File: config.mk
export PLATFORM = sky130hd
export DESIGN_NAME = scs_clock_select
export DESIGN_NICKNAME = d
export VERILOG_FILES = /design/src/design/scs_pkg.sv /design/src/design/scs_clock_select.sv /design/src/design/scs_prescaler.sv /design/src/design/scs_sync.sv
export SDC_FILE = /design/constraint.sdc
export NUM_CORES = 1
export LEC_CHECK = 0
export BUFFER_PORTS_ARGS = -buffer_cell sky130_fd_sc_hd__buf_2
export CORE_UTILIZATION = 51
export DETAILED_ROUTE_END_ITERATION = 8
export PLACE_DENSITY = 0.8
export SYNTH_ARGS = -nofsm -noshare
export SYNTH_HDL_FRONTEND = slang
export SYNTH_SLANG_ARGS = --single-unit
File: constraint.sdc
create_clock -name aclk -period 2.3 [get_ports aclk]
set_input_delay 0.46 -clock aclk [delete_from_list [all_inputs] [get_ports aclk]]
set_output_delay 0.46 -clock aclk [all_outputs]
set_load 0.05 [all_outputs]
File: src/design/scs_pkg.sv
package scs_pkg;

    // Bus clock
    localparam int unsigned CLK_FREQ_KHZ        = 10000;

    // Missing-clock detector timeout, typical figure
    localparam int unsigned MCD_TIMEOUT_US      = 220;
    localparam int unsigned MCD_CYCLES          = (MCD_TIMEOUT_US * CLK_FREQ_KHZ) / 1000;
    localparam int unsigned MCD_CNT_W           = 12;

    // Register byte offsets
    localparam logic [7:0]  OFS_INT_CTRL        = 8'h00;
    localparam logic [7:0]  OFS_INT_CAL         = 8'h04;
    localparam logic [7:0]  OFS_CLK_SEL         = 8'h08;
    localparam logic [7:0]  OFS_EXT_CTRL        = 8'h0c;
    localparam logic [7:0]  OFS_MCD_CTRL        = 8'h10;
    localparam logic [7:0]  OFS_IRQ_STATUS      = 8'h14;
    localparam logic [7:0]  OFS_IRQ_MASK        = 8'h18;

    // internal_osc_control fields
    localparam int unsigned INT_EN_BIT          = 7;
    localparam int unsigned INT_RDY_BIT         = 6;
    localparam int unsigned INT_DIV_LSB         = 0;
    localparam logic [7:0]  INT_CTRL_RESET      = 8'hc0;

    // external_osc_control fields
    localparam int unsigned EXT_VALID_BIT       = 7;
    localparam int unsigned EXT_MODE_LSB        = 4;
    localparam int unsigned EXT_FREQ_LSB        = 0;
    localparam logic [2:0]  EXT_MODE_RESET      = 3'h0;
    localparam logic [2:0]  EXT_FREQ_RESET      = 3'h0;

    // External oscillator modes
    localparam logic [2:0]  EXT_MODE_OFF        = 3'h0;
    localparam logic [2:0]  EXT_MODE_CMOS       = 3'h2;
    localparam logic [2:0]  EXT_MODE_RC         = 3'h4;
    localparam logic [2:0]  EXT_MODE_CAP        = 3'h5;
    localparam logic [2:0]  EXT_MODE_CRYSTAL    = 3'h6;

    // Interrupt status bits
    localparam int unsigned IRQ_INT_READY       = 0;
    localparam int unsigned IRQ_EXT_VALID       = 1;
    localparam int unsigned IRQ_MISSING_CLK     = 2;
    localparam int unsigned IRQ_W               = 3;

    localparam logic [1:0]  RESP_OKAY           = 2'h0;
    localparam logic [1:0]  RESP_SLVERR         = 2'h2;

endpackage : scs_pkg

File: src/design/scs_clock_select.sv
// Contract
// - Reset selects internal oscillator as system clock
// - Internal clock divided by 1, 2, 4, 8
// - Enable and divider select internal in one write
// - External drives system clock only when select=1
// - External clock still feeds peripherals meanwhile
// - Hardware sets crystal valid once external settles
// - Missing-clock detector resets after timeout
// - Calibration register loads factory value at reset
// - RC and C modes valid without settling
//
// Implementation choices: register access over AXI4-Lite and the address map.
`timescale 1ns/1ps
`default_nettype none
module scs_clock_select
    import scs_pkg::*;
#(
    parameter logic [7:0] CAL_FACTORY = 8'h00
) (
    // Clock and reset
    input  wire logic        aclk,
    input  wire logic        aresetn,
    // AXI4-Lite write address
    input  wire logic        s_axi_awvalid,
    output logic             s_axi_awready,
    input  wire logic [7:0]  s_axi_awaddr,
    // AXI4-Lite write data
    input  wire logic        s_axi_wvalid,
    output logic             s_axi_wready,
    input  wire logic [31:0] s_axi_wdata,
    input  wire logic [3:0]  s_axi_wstrb,
    // AXI4-Lite write response
    output logic             s_axi_bvalid,
    input  wire logic        s_axi_bready,
    output logic [1:0]       s_axi_bresp,
    // AXI4-Lite read address
    input  wire logic        s_axi_arvalid,
    output logic             s_axi_arready,
    input  wire logic [7:0]  s_axi_araddr,
    // AXI4-Lite read data
    output logic             s_axi_rvalid,
    input  wire logic        s_axi_rready,
    output logic [31:0]      s_axi_rdata,
    output logic [1:0]       s_axi_rresp,
    // Oscillator pins
    input  wire logic        int_osc_clk_pin,
    input  wire logic        int_osc_running_pin,
    input  wire logic        ext_osc_clk_pin,
    input  wire logic        ext_osc_settled_pin,
    // Oscillator control
    output logic             internal_osc_enable,
    output logic [7:0]       internal_osc_calibration,
    output logic [2:0]       external_osc_mode,
    output logic [2:0]       external_freq_control,
    // Clock outputs
    output logic             clock_source_select,
    output logic             system_clock_tick,
    output logic             periph_ext_clock_tick,
    // Reset and interrupt
    output logic             missing_clock_reset,
    output logic             irq
);

    ////////////////////////////////////////////////////////////////////////////
    logic int_clk_s;
    logic int_run_s;
    logic ext_clk_s;
    logic ext_set_s;

    scs_sync u_sync_int_clk (
        .aclk    (aclk),
        .aresetn (aresetn),
        .din     (int_osc_clk_pin),
        .dout    (int_clk_s)
    );
    scs_sync u_sync_int_run (
        .aclk    (aclk),
        .aresetn (aresetn),
        .din     (int_osc_running_pin),
        .dout    (int_run_s)
    );
    scs_sync u_sync_ext_clk (
        .aclk    (aclk),
        .aresetn (aresetn),
        .din     (ext_osc_clk_pin),
        .dout    (ext_clk_s)
    );
    scs_sync u_sync_ext_set (
        .aclk    (aclk),
        .aresetn (aresetn),
        .din     (ext_osc_settled_pin),
        .dout    (ext_set_s)
    );

    ////////////////////////////////////////////////////////////////////////////
    logic             int_clk_prev;
    logic             ext_clk_prev;
    logic             int_tick;
    logic             ext_tick;
    logic             div_tick;
    logic [1:0]       internal_clock_divide_sel;
    logic             internal_osc_ready;
    logic             crystal_valid_flag;
    logic             ready_prev;
    logic             valid_prev;
    logic [MCD_CNT_W-1:0] mcd_count;
    logic             mcd_enable;

    // Rising edges of the sampled oscillators
    assign int_tick = internal_osc_enable & int_clk_s & ~int_clk_prev;
    assign ext_tick = (external_osc_mode != EXT_MODE_OFF) & ext_clk_s & ~ext_clk_prev;

    scs_prescaler #(
        .CNT_W (3)
    ) u_prescaler (
        .aclk     (aclk),
        .aresetn  (aresetn),
        .tick_in  (int_tick),
        .div_sel  (internal_clock_divide_sel),
        .tick_out (div_tick)
    );

    assign internal_osc_ready = internal_osc_enable & int_run_s;

    // Valid flag per external mode
    always_comb begin
        case (external_osc_mode)
            EXT_MODE_CRYSTAL: crystal_valid_flag = ext_set_s;
            EXT_MODE_RC,
            EXT_MODE_CAP:     crystal_valid_flag = 1'b1;
            EXT_MODE_CMOS:    crystal_valid_flag = ext_set_s;
            default:          crystal_valid_flag = 1'b0;
        endcase
    end

    ////////////////////////////////////////////////////////////////////////////
    logic             next_sys_tick;
    logic             next_periph_tick;
    logic             next_mcd_reset;
    logic [MCD_CNT_W-1:0] next_mcd_count;

    always_comb begin
        next_sys_tick    = clock_source_select ? ext_tick : div_tick;
        next_periph_tick = ext_tick;
        next_mcd_reset   = 1'b0;
        next_mcd_count   = mcd_count;
        if (!mcd_enable || next_sys_tick) begin
            next_mcd_count = '0;
        end else if (mcd_count >= MCD_CNT_W'(MCD_CYCLES - 1)) begin
            next_mcd_reset = 1'b1;
            next_mcd_count = '0;
        end else begin
            next_mcd_count = mcd_count + MCD_CNT_W'(1);
        end
    end

    always_ff @(posedge aclk) begin
        if (!aresetn) begin
            int_clk_prev          <= 1'b0;
            ext_clk_prev          <= 1'b0;
            ready_prev            <= 1'b0;
            valid_prev            <= 1'b0;
            system_clock_tick     <= 1'b0;
            periph_ext_clock_tick <= 1'b0;
            missing_clock_reset   <= 1'b0;
            mcd_count             <= '0;
        end else begin
            int_clk_prev          <= int_clk_s;
            ext_clk_prev          <= ext_clk_s;
            ready_prev            <= internal_osc_ready;
            valid_prev            <= crystal_valid_flag;
            system_clock_tick     <= next_sys_tick;
            periph_ext_clock_tick <= next_periph_tick;
            missing_clock_reset   <= next_mcd_reset;
            mcd_count             <= next_mcd_count;
        end
    end

    ////////////////////////////////////////////////////////////////////////////
    logic             aw_held;
    logic             w_held;
    logic [7:0]       aw_addr;
    logic [31:0]      w_data;
    logic [3:0]       w_strb;
    logic [IRQ_W-1:0] irq_status;
    logic [IRQ_W-1:0] irq_mask;
    logic [IRQ_W-1:0] irq_event;
    logic             do_write;
    logic             do_read;

    logic             next_aw_held;
    logic             next_w_held;
    logic [7:0]       next_aw_addr;
    logic [31:0]      next_w_data;
    logic [3:0]       next_w_strb;
    logic             next_bvalid;
    logic [1:0]       next_bresp;
    logic             next_rvalid;
    logic [31:0]      next_rdata;
    logic [1:0]       next_rresp;
    logic             next_int_en;
    logic [1:0]       next_div_sel;
    logic [7:0]       next_cal;
    logic             next_clk_sel;
    logic [2:0]       next_ext_mode;
    logic [2:0]       next_ext_freq;
    logic             next_mcd_enable;
    logic [IRQ_W-1:0] next_irq_status;
    logic [IRQ_W-1:0] next_irq_mask;

    assign s_axi_awready = ~aw_held & ~s_axi_bvalid;
    assign s_axi_wready  = ~w_held & ~s_axi_bvalid;
    assign s_axi_arready = ~s_axi_rvalid;
    assign do_write      = aw_held & w_held & ~s_axi_bvalid;
    assign do_read       = s_axi_arvalid & s_axi_arready;
    assign irq           = |(irq_status & irq_mask);

    assign irq_event[IRQ_INT_READY]   = internal_osc_ready & ~ready_prev;
    assign irq_event[IRQ_EXT_VALID]   = crystal_valid_flag & ~valid_prev;
    assign irq_event[IRQ_MISSING_CLK] = next_mcd_reset;

    always_comb begin
        next_aw_held    = aw_held;
        next_w_held     = w_held;
        next_aw_addr    = aw_addr;
        next_w_data     = w_data;
        next_w_strb     = w_strb;
        next_bvalid     = s_axi_bvalid & ~s_axi_bready;
        next_bresp      = s_axi_bresp;
        next_rvalid     = s_axi_rvalid & ~s_axi_rready;
        next_rdata      = s_axi_rdata;
        next_rresp      = s_axi_rresp;
        next_int_en     = internal_osc_enable;
        next_div_sel    = internal_clock_divide_sel;
        next_cal        = internal_osc_calibration;
        next_clk_sel    = clock_source_select;
        next_ext_mode   = external_osc_mode;
        next_ext_freq   = external_freq_control;
        next_mcd_enable = mcd_enable;
        next_irq_status = irq_status;
        next_irq_mask   = irq_mask;
        if (s_axi_awvalid && s_axi_awready) begin
            next_aw_held = 1'b1;
            next_aw_addr = s_axi_awaddr;
        end
        if (s_axi_wvalid && s_axi_wready) begin
            next_w_held = 1'b1;
            next_w_data = s_axi_wdata;
            next_w_strb = s_axi_wstrb;
        end
        if (do_write) begin
            next_aw_held = 1'b0;
            next_w_held  = 1'b0;
            next_bvalid  = 1'b1;
            next_bresp   = RESP_OKAY;
            if (w_strb[0]) begin
                case (aw_addr)
                    OFS_INT_CTRL: begin
                        // Enable and divider land together
                        next_int_en  = w_data[INT_EN_BIT];
                        next_div_sel = w_data[INT_DIV_LSB +: 2];
                    end
                    OFS_INT_CAL:    next_cal        = w_data[7:0];
                    OFS_CLK_SEL:    next_clk_sel    = w_data[0];
                    OFS_EXT_CTRL: begin
                        next_ext_mode = w_data[EXT_MODE_LSB +: 3];
                        next_ext_freq = w_data[EXT_FREQ_LSB +: 3];
                    end
                    OFS_MCD_CTRL:   next_mcd_enable = w_data[0];
                    OFS_IRQ_STATUS: next_irq_status = irq_status & ~w_data[IRQ_W-1:0];
                    OFS_IRQ_MASK:   next_irq_mask   = w_data[IRQ_W-1:0];
                    default:        next_bresp      = RESP_SLVERR;
                endcase
            end
        end
        // Events set after a clear so that a set wins
        next_irq_status = next_irq_status | irq_event;
        if (do_read) begin
            next_rvalid = 1'b1;
            next_rresp  = RESP_OKAY;
            next_rdata  = '0;
            case (s_axi_araddr)
                OFS_INT_CTRL: begin
                    next_rdata[INT_EN_BIT]         = internal_osc_enable;
                    next_rdata[INT_RDY_BIT]        = internal_osc_ready;
                    next_rdata[INT_DIV_LSB +: 2]   = internal_clock_divide_sel;
                end
                OFS_INT_CAL:    next_rdata[7:0] = internal_osc_calibration;
                OFS_CLK_SEL:    next_rdata[0]   = clock_source_select;
                OFS_EXT_CTRL: begin
                    next_rdata[EXT_VALID_BIT]      = crystal_valid_flag;
                    next_rdata[EXT_MODE_LSB +: 3]  = external_osc_mode;
                    next_rdata[EXT_FREQ_LSB +: 3]  = external_freq_control;
                end
                OFS_MCD_CTRL:   next_rdata[0]   = mcd_enable;
                OFS_IRQ_STATUS: next_rdata[IRQ_W-1:0] = irq_status;
                OFS_IRQ_MASK:   next_rdata[IRQ_W-1:0] = irq_mask;
                default:        next_rresp      = RESP_SLVERR;
            endcase
        end
    end

    always_ff @(posedge aclk) begin
        if (!aresetn) begin
            aw_held                   <= 1'b0;
            w_held                    <= 1'b0;
            aw_addr                   <= 8'h00;
            w_data                    <= 32'h0000_0000;
            w_strb                    <= 4'h0;
            s_axi_bvalid              <= 1'b0;
            s_axi_bresp               <= RESP_OKAY;
            s_axi_rvalid              <= 1'b0;
            s_axi_rdata               <= 32'h0000_0000;
            s_axi_rresp               <= RESP_OKAY;
            internal_osc_enable       <= INT_CTRL_RESET[INT_EN_BIT];
            internal_clock_divide_sel <= INT_CTRL_RESET[INT_DIV_LSB +: 2];
            internal_osc_calibration  <= CAL_FACTORY;
            clock_source_select       <= 1'b0;
            external_osc_mode         <= EXT_MODE_RESET;
            external_freq_control     <= EXT_FREQ_RESET;
            mcd_enable                <= 1'b0;
            irq_status                <= '0;
            irq_mask                  <= '0;
        end else begin
            aw_held                   <= next_aw_held;
            w_held                    <= next_w_held;
            aw_addr                   <= next_aw_addr;
            w_data                    <= next_w_data;
            w_strb                    <= next_w_strb;
            s_axi_bvalid              <= next_bvalid;
            s_axi_bresp               <= next_bresp;
            s_axi_rvalid              <= next_rvalid;
            s_axi_rdata               <= next_rdata;
            s_axi_rresp               <= next_rresp;
            internal_osc_enable       <= next_int_en;
            internal_clock_divide_sel <= next_div_sel;
            internal_osc_calibration  <= next_cal;
            clock_source_select       <= next_clk_sel;
            external_osc_mode         <= next_ext_mode;
            external_freq_control     <= next_ext_freq;
            mcd_enable                <= next_mcd_enable;
            irq_status                <= next_irq_status;
            irq_mask                  <= next_irq_mask;
        end
    end

endmodule : scs_clock_select
`default_nettype wire

File: src/design/scs_prescaler.sv
`timescale 1ns/1ps
`default_nettype none
module scs_prescaler #(
    parameter int unsigned CNT_W = 3
) (
    // Clock and reset
    input  wire logic       aclk,
    input  wire logic       aresetn,
    // Oscillator edge in, divided edge out
    input  wire logic       tick_in,
    input  wire logic [1:0] div_sel,
    output logic            tick_out
);
    logic [CNT_W-1:0] count;
    logic [CNT_W-1:0] next_count;
    logic [CNT_W-1:0] limit;

    // Divide by 1, 2, 4 or 8
    always_comb begin
        limit      = CNT_W'((1 << div_sel) - 1);
        next_count = count;
        tick_out   = 1'b0;
        if (tick_in) begin
            if (count >= limit) begin
                next_count = '0;
                tick_out   = 1'b1;
            end else begin
                next_count = count + CNT_W'(1);
            end
        end
    end

    always_ff @(posedge aclk) begin
        if (!aresetn) begin
            count <= '0;
        end else begin
            count <= next_count;
        end
    end
endmodule : scs_prescaler
`default_nettype wire

File: src/design/scs_sync.sv
`timescale 1ns/1ps
`default_nettype none
module scs_sync (
    // Clock and reset
    input  wire logic aclk,
    input  wire logic aresetn,
    // Level
    input  wire logic din,
    output logic      dout
);
    logic stage1;
    logic next_stage1;
    logic next_dout;

    always_comb begin
        next_stage1 = din;
        next_dout   = stage1;
    end

    always_ff @(posedge aclk) begin
        if (!aresetn) begin
            stage1 <= 1'b0;
            dout   <= 1'b0;
        end else begin
            stage1 <= next_stage1;
            dout   <= next_dout;
        end
    end
endmodule : scs_sync
`default_nettype wire

==> results_dict.tcl <==
set metrics [dict create \
    slew_viol_final 0 \
    fillCellCount 636 \
    cts_tree "done" \
    worstSkewPairLatency_ns 0.35 \
    worstPathBufferInverterCount 1 \
    postSynthAreaPerCell_um2 9.06 \
    timing.critical_path.fanout_max 8 \
    remaining_drc_errors 0 \
    p_clk_frac 0.341 \
    finalNonFillerCells 602 \
    antenna_violations_before_repair 0 \
    final-hold-violation-count 0 \
    register_area_um2 1720 \
    average_detailed_routed_wire_length_per_instance_um 13.5 \
    fmax_mhz 474 \
    wire_length_of_the_first_global_routing_pass_mm 13.4 \
    syn_area_um2 3900 \
    static-leakage-power_nw 1.89 \
    timing.slew.headroom 0.607 \
    finalSetupViolCount 0 \
    setup_tns_ns 0 \
    residual_antenna_violating_net_count_after_detailed_routing 0 \
    yosys_most_used_dff "dfxtp_1" \
    cp_data_required_time_ns 2.53 \
    finalCritPeriodShare 0.917 \
    synth_top_cells_by_area "dfxtp_1, nand2_1, mux2i_1" \
    fraction_of_final_layout_cells_with_drive_strength_greater_than_1 0.215 \
    cts.reportedPaths.clkPinSlew_ns 0.08 \
    post-route-util 0.608 \
    critical_path.slowest_cell "or4_4" \
    total_die_area_um2 8010 \
    htreeDepth 3 \
    worstHoldPathType "input port to flop" \
    power_report.internal_total_w 0.00210 \
    area_growth_syn_to_layout_pct 14.2 \
    combPwrFrac 0.118 \
    drv_cap 0 \
    detailed_place_hpwl_mm 5.75 \
    power_switching_share 0.271 \
    initial_core_util 0.533 \
    gpl.final_weighted_congestion 0.835 \
    clock-sinks 86 \
    die_w_um 89.5 \
    dieHeight_um 89.5 \
    final.setup_skew_ns 0.00374 \
    ctsLongestPathBuffers 2 \
    dp_cells 586 \
    grt_remaining_overflow 0 \
    num_vias 3189 \
    synth-edff-count 0 \
    start_kind "flop" \
    number_of_buffers_inserted_during_clock_tree_synthesis 9 \
    netlist.top_cell.by_area "dfxtp_1" \
    final_net_count 566 \
    fp-row-count 31 \
    unrepaired_setup_endpoints_after_global_routing "no" \
    drtIter0Drc 238 \
    synth_cells 431 \
    detailed_place.area_um2 4270 \
    p_switching_w 0.000779 \
    placeable_core_region_um2 7330 \
    power_density_nw_per_um2 645 \
    vdd_drop_max_uv 308 \
    diodes 0 \
    fraction_of_synthesized_cell_area_taken_by_the_top_area_cell_type 0.441 \
    io-pin-count 124 \
    yosys.cell_types.count 58 \
    worst_path_class_setup "flop to flop" \
    async_reset_ff_frac 0 \
    ys.warnings.count 0 \
    pwr-share-seq 0.541 \
    layout.cell_area.non_filler_um2 4460 \
    cp.arrival_ns 2.34 \
    timing.critical_path.cells "or4_4 > or3_4 > or4_1 > buf_4 > mux2i_1" \
    area_of_the_multi_input_gates_um2 1960 \
    outcome "finished, final reports clean" \
    root_buffer "clkbuf_8" \
    drt-total-wl_mm 8.15 \
    first_global_vias 2902 \
    worst_pin_slew_ns 0.587 \
    period_minus_slack_ns 2.11 \
    seq_area_frac_synth 0.441 \
    slowest_delay_ns 0.56 \
    grt_start_max_net_pins 60 \
    synth-seq-cells 86 \
    cts-hold-fix-buffers 0 \
    grt_use_total 0.222 \
    category_of_the_worst_setup_path_capture_point "flop" \
    worst_path_dominant_cell_family "simple AND/OR/NAND/NOR gates" \
    firstDrtPassIters 4 \
    port-buffer-count 70 \
    viasPerCell 5.30 \
]
==> power by group through the flow <==
| stage | Combinational, W | Sequential (W) | Clock [W] |
|---|---|---|---|
| floorplan | 0.000288 | 0.00160 | 0 |
| global placement | 0.000334 | 0.00159 | 0 |
| detailed placement | 0.000340 | 0.00159 | 0 |
| CTS | 0.000341 | 0.00156 | 0.00100 |
| global route | 0.000374 | 0.00156 | 0.00106 |
| finish | 0.000340 | 0.00156 | 0.000980 |
==> synthesized netlist by cell type, types with 4 or more instances <==
cell,n
nand4_1,5
clkbuf_1,20
mux2i_1,25
nor2b_1,5
ha_1,5
a31oi_1,5
nand3b_1,7
nand2_1,82
xnor2_1,6
o21ai_0,9
a21boi_0,21
and2_1,17
xor2_1,7
nor3_1,13
buf_4,26
mux2_2,4
inv_1,11
nand3_1,10
dfxtp_1,86
nor2_1,13
==> state kept, by name, summed over array words and instances, names as in the netlist, 2 cells and up <==
| register | cells |
|---|---|
| external_osc_mode | 3 |
| internal_clock_divide_sel | 2 |
| irq_status | 3 |
| u_prescaler.count | 3 |
| internal_osc_calibration | 8 |
| mcd_count | 12 |
| aw_addr | 8 |
| w_data | 8 |
| s_axi_rdata | 8 |
| irq_mask | 3 |
| external_freq_control | 3 |
==> cell usage in the layout, fill, tap and decap left out, types with 3 or more instances in the layout <==
cell,instances
a32o_1,3
nand2b_1,3
conb_1,26
nand2_1,82
dfxtp_1,86
nor3_1,13
nor2b_1,5
xor2_1,7
buf_2,70
a21boi_0,21
and2_1,17
or3_1,3
a21boi_1,3
mux2i_1,25
ha_1,5
xnor2_1,6
nand4_1,5
o21ai_0,9
a31oi_1,4
nor4_1,3
o41ai_1,3
inv_1,11
nand3_1,10
nand3b_1,7
nor2_1,13
mux2_2,4
clkbuf_8,12
buf_4,8
==> metal layers <==
layer,share of wire,global-route usage
met3,0.058,0.0425
met4,0.014,0.0837
met5,0,0
met2,0.49,0.375
met1,0.44,0.280
==> metrics by stage <==
step           power (W)  hold slack [ns]  setup slack [ns]
2_1_floorplan    0.00189            0.391             0.281
3_3_place_gp     0.00192            0.400             0.230
3_5_place_dp     0.00193            0.416             0.204
4_1_cts          0.00290            0.307             0.190
5_1_grt          0.00300            0.310             0.141
6_report         0.00288            0.311             0.190
==> final timing paths <==
kind,endpoint,slack (ns),start,cells after the start
min reg2reg,periph_ext_clock_tick$_SDFF_PN0_,0.43,ext_clk_prev$_SDFF_PN0_,1
max,internal_osc_calibration[1]$_SDFFE_PN0P_,0.19,aw_addr[0]$_SDFFE_PN0P_,5
max reg2reg,internal_osc_calibration[1]$_SDFFE_PN0P_,0.19,aw_addr[0]$_SDFFE_PN0P_,5
min,u_sync_int_clk.next_dout$_SDFF_PN0_,0.31,int_osc_clk_pin,2
==> timing repair <==
| item | 4_1_cts | 5_1_grt |
|---|---|---|
| setup endpoints to repair | 0 | 7 |
| setup buffers | 0 | 0 |
| gates resized for setup | 0 | 1 |
==> area by class of cell <==
type / instances / area share
Multi-Input combinational cell: 311 / 0.439
Tap cell: 99 / 0.0278
Clock buffer: 13 / 0.0379
Sequential cell: 86 / 0.386
Clock inverter: 3 / 0.00393
Timing Repair Buffer: 79 / 0.0965
Inverter: 11 / 0.00926
==> logic make-up (layout without fill, tap and decap cells) <==
| logic type | after synthesis | count (layout) | synth area share |
|---|---|---|---|
| buf+inv | 59 | 106 | 0.0836 |
| compound gates | 60 | 60 | 0.116 |
| simple gates | 177 | 177 | 0.232 |
| xor+xnor | 13 | 13 | 0.0292 |
| mux | 30 | 30 | 0.0814 |
| other cells | 1 | 26 | 0.000960 |
| fa+ha+maj | 5 | 5 | 0.0160 |
| flops | 86 | 86 | 0.441 |
Power figures use the tool's default switching activity.
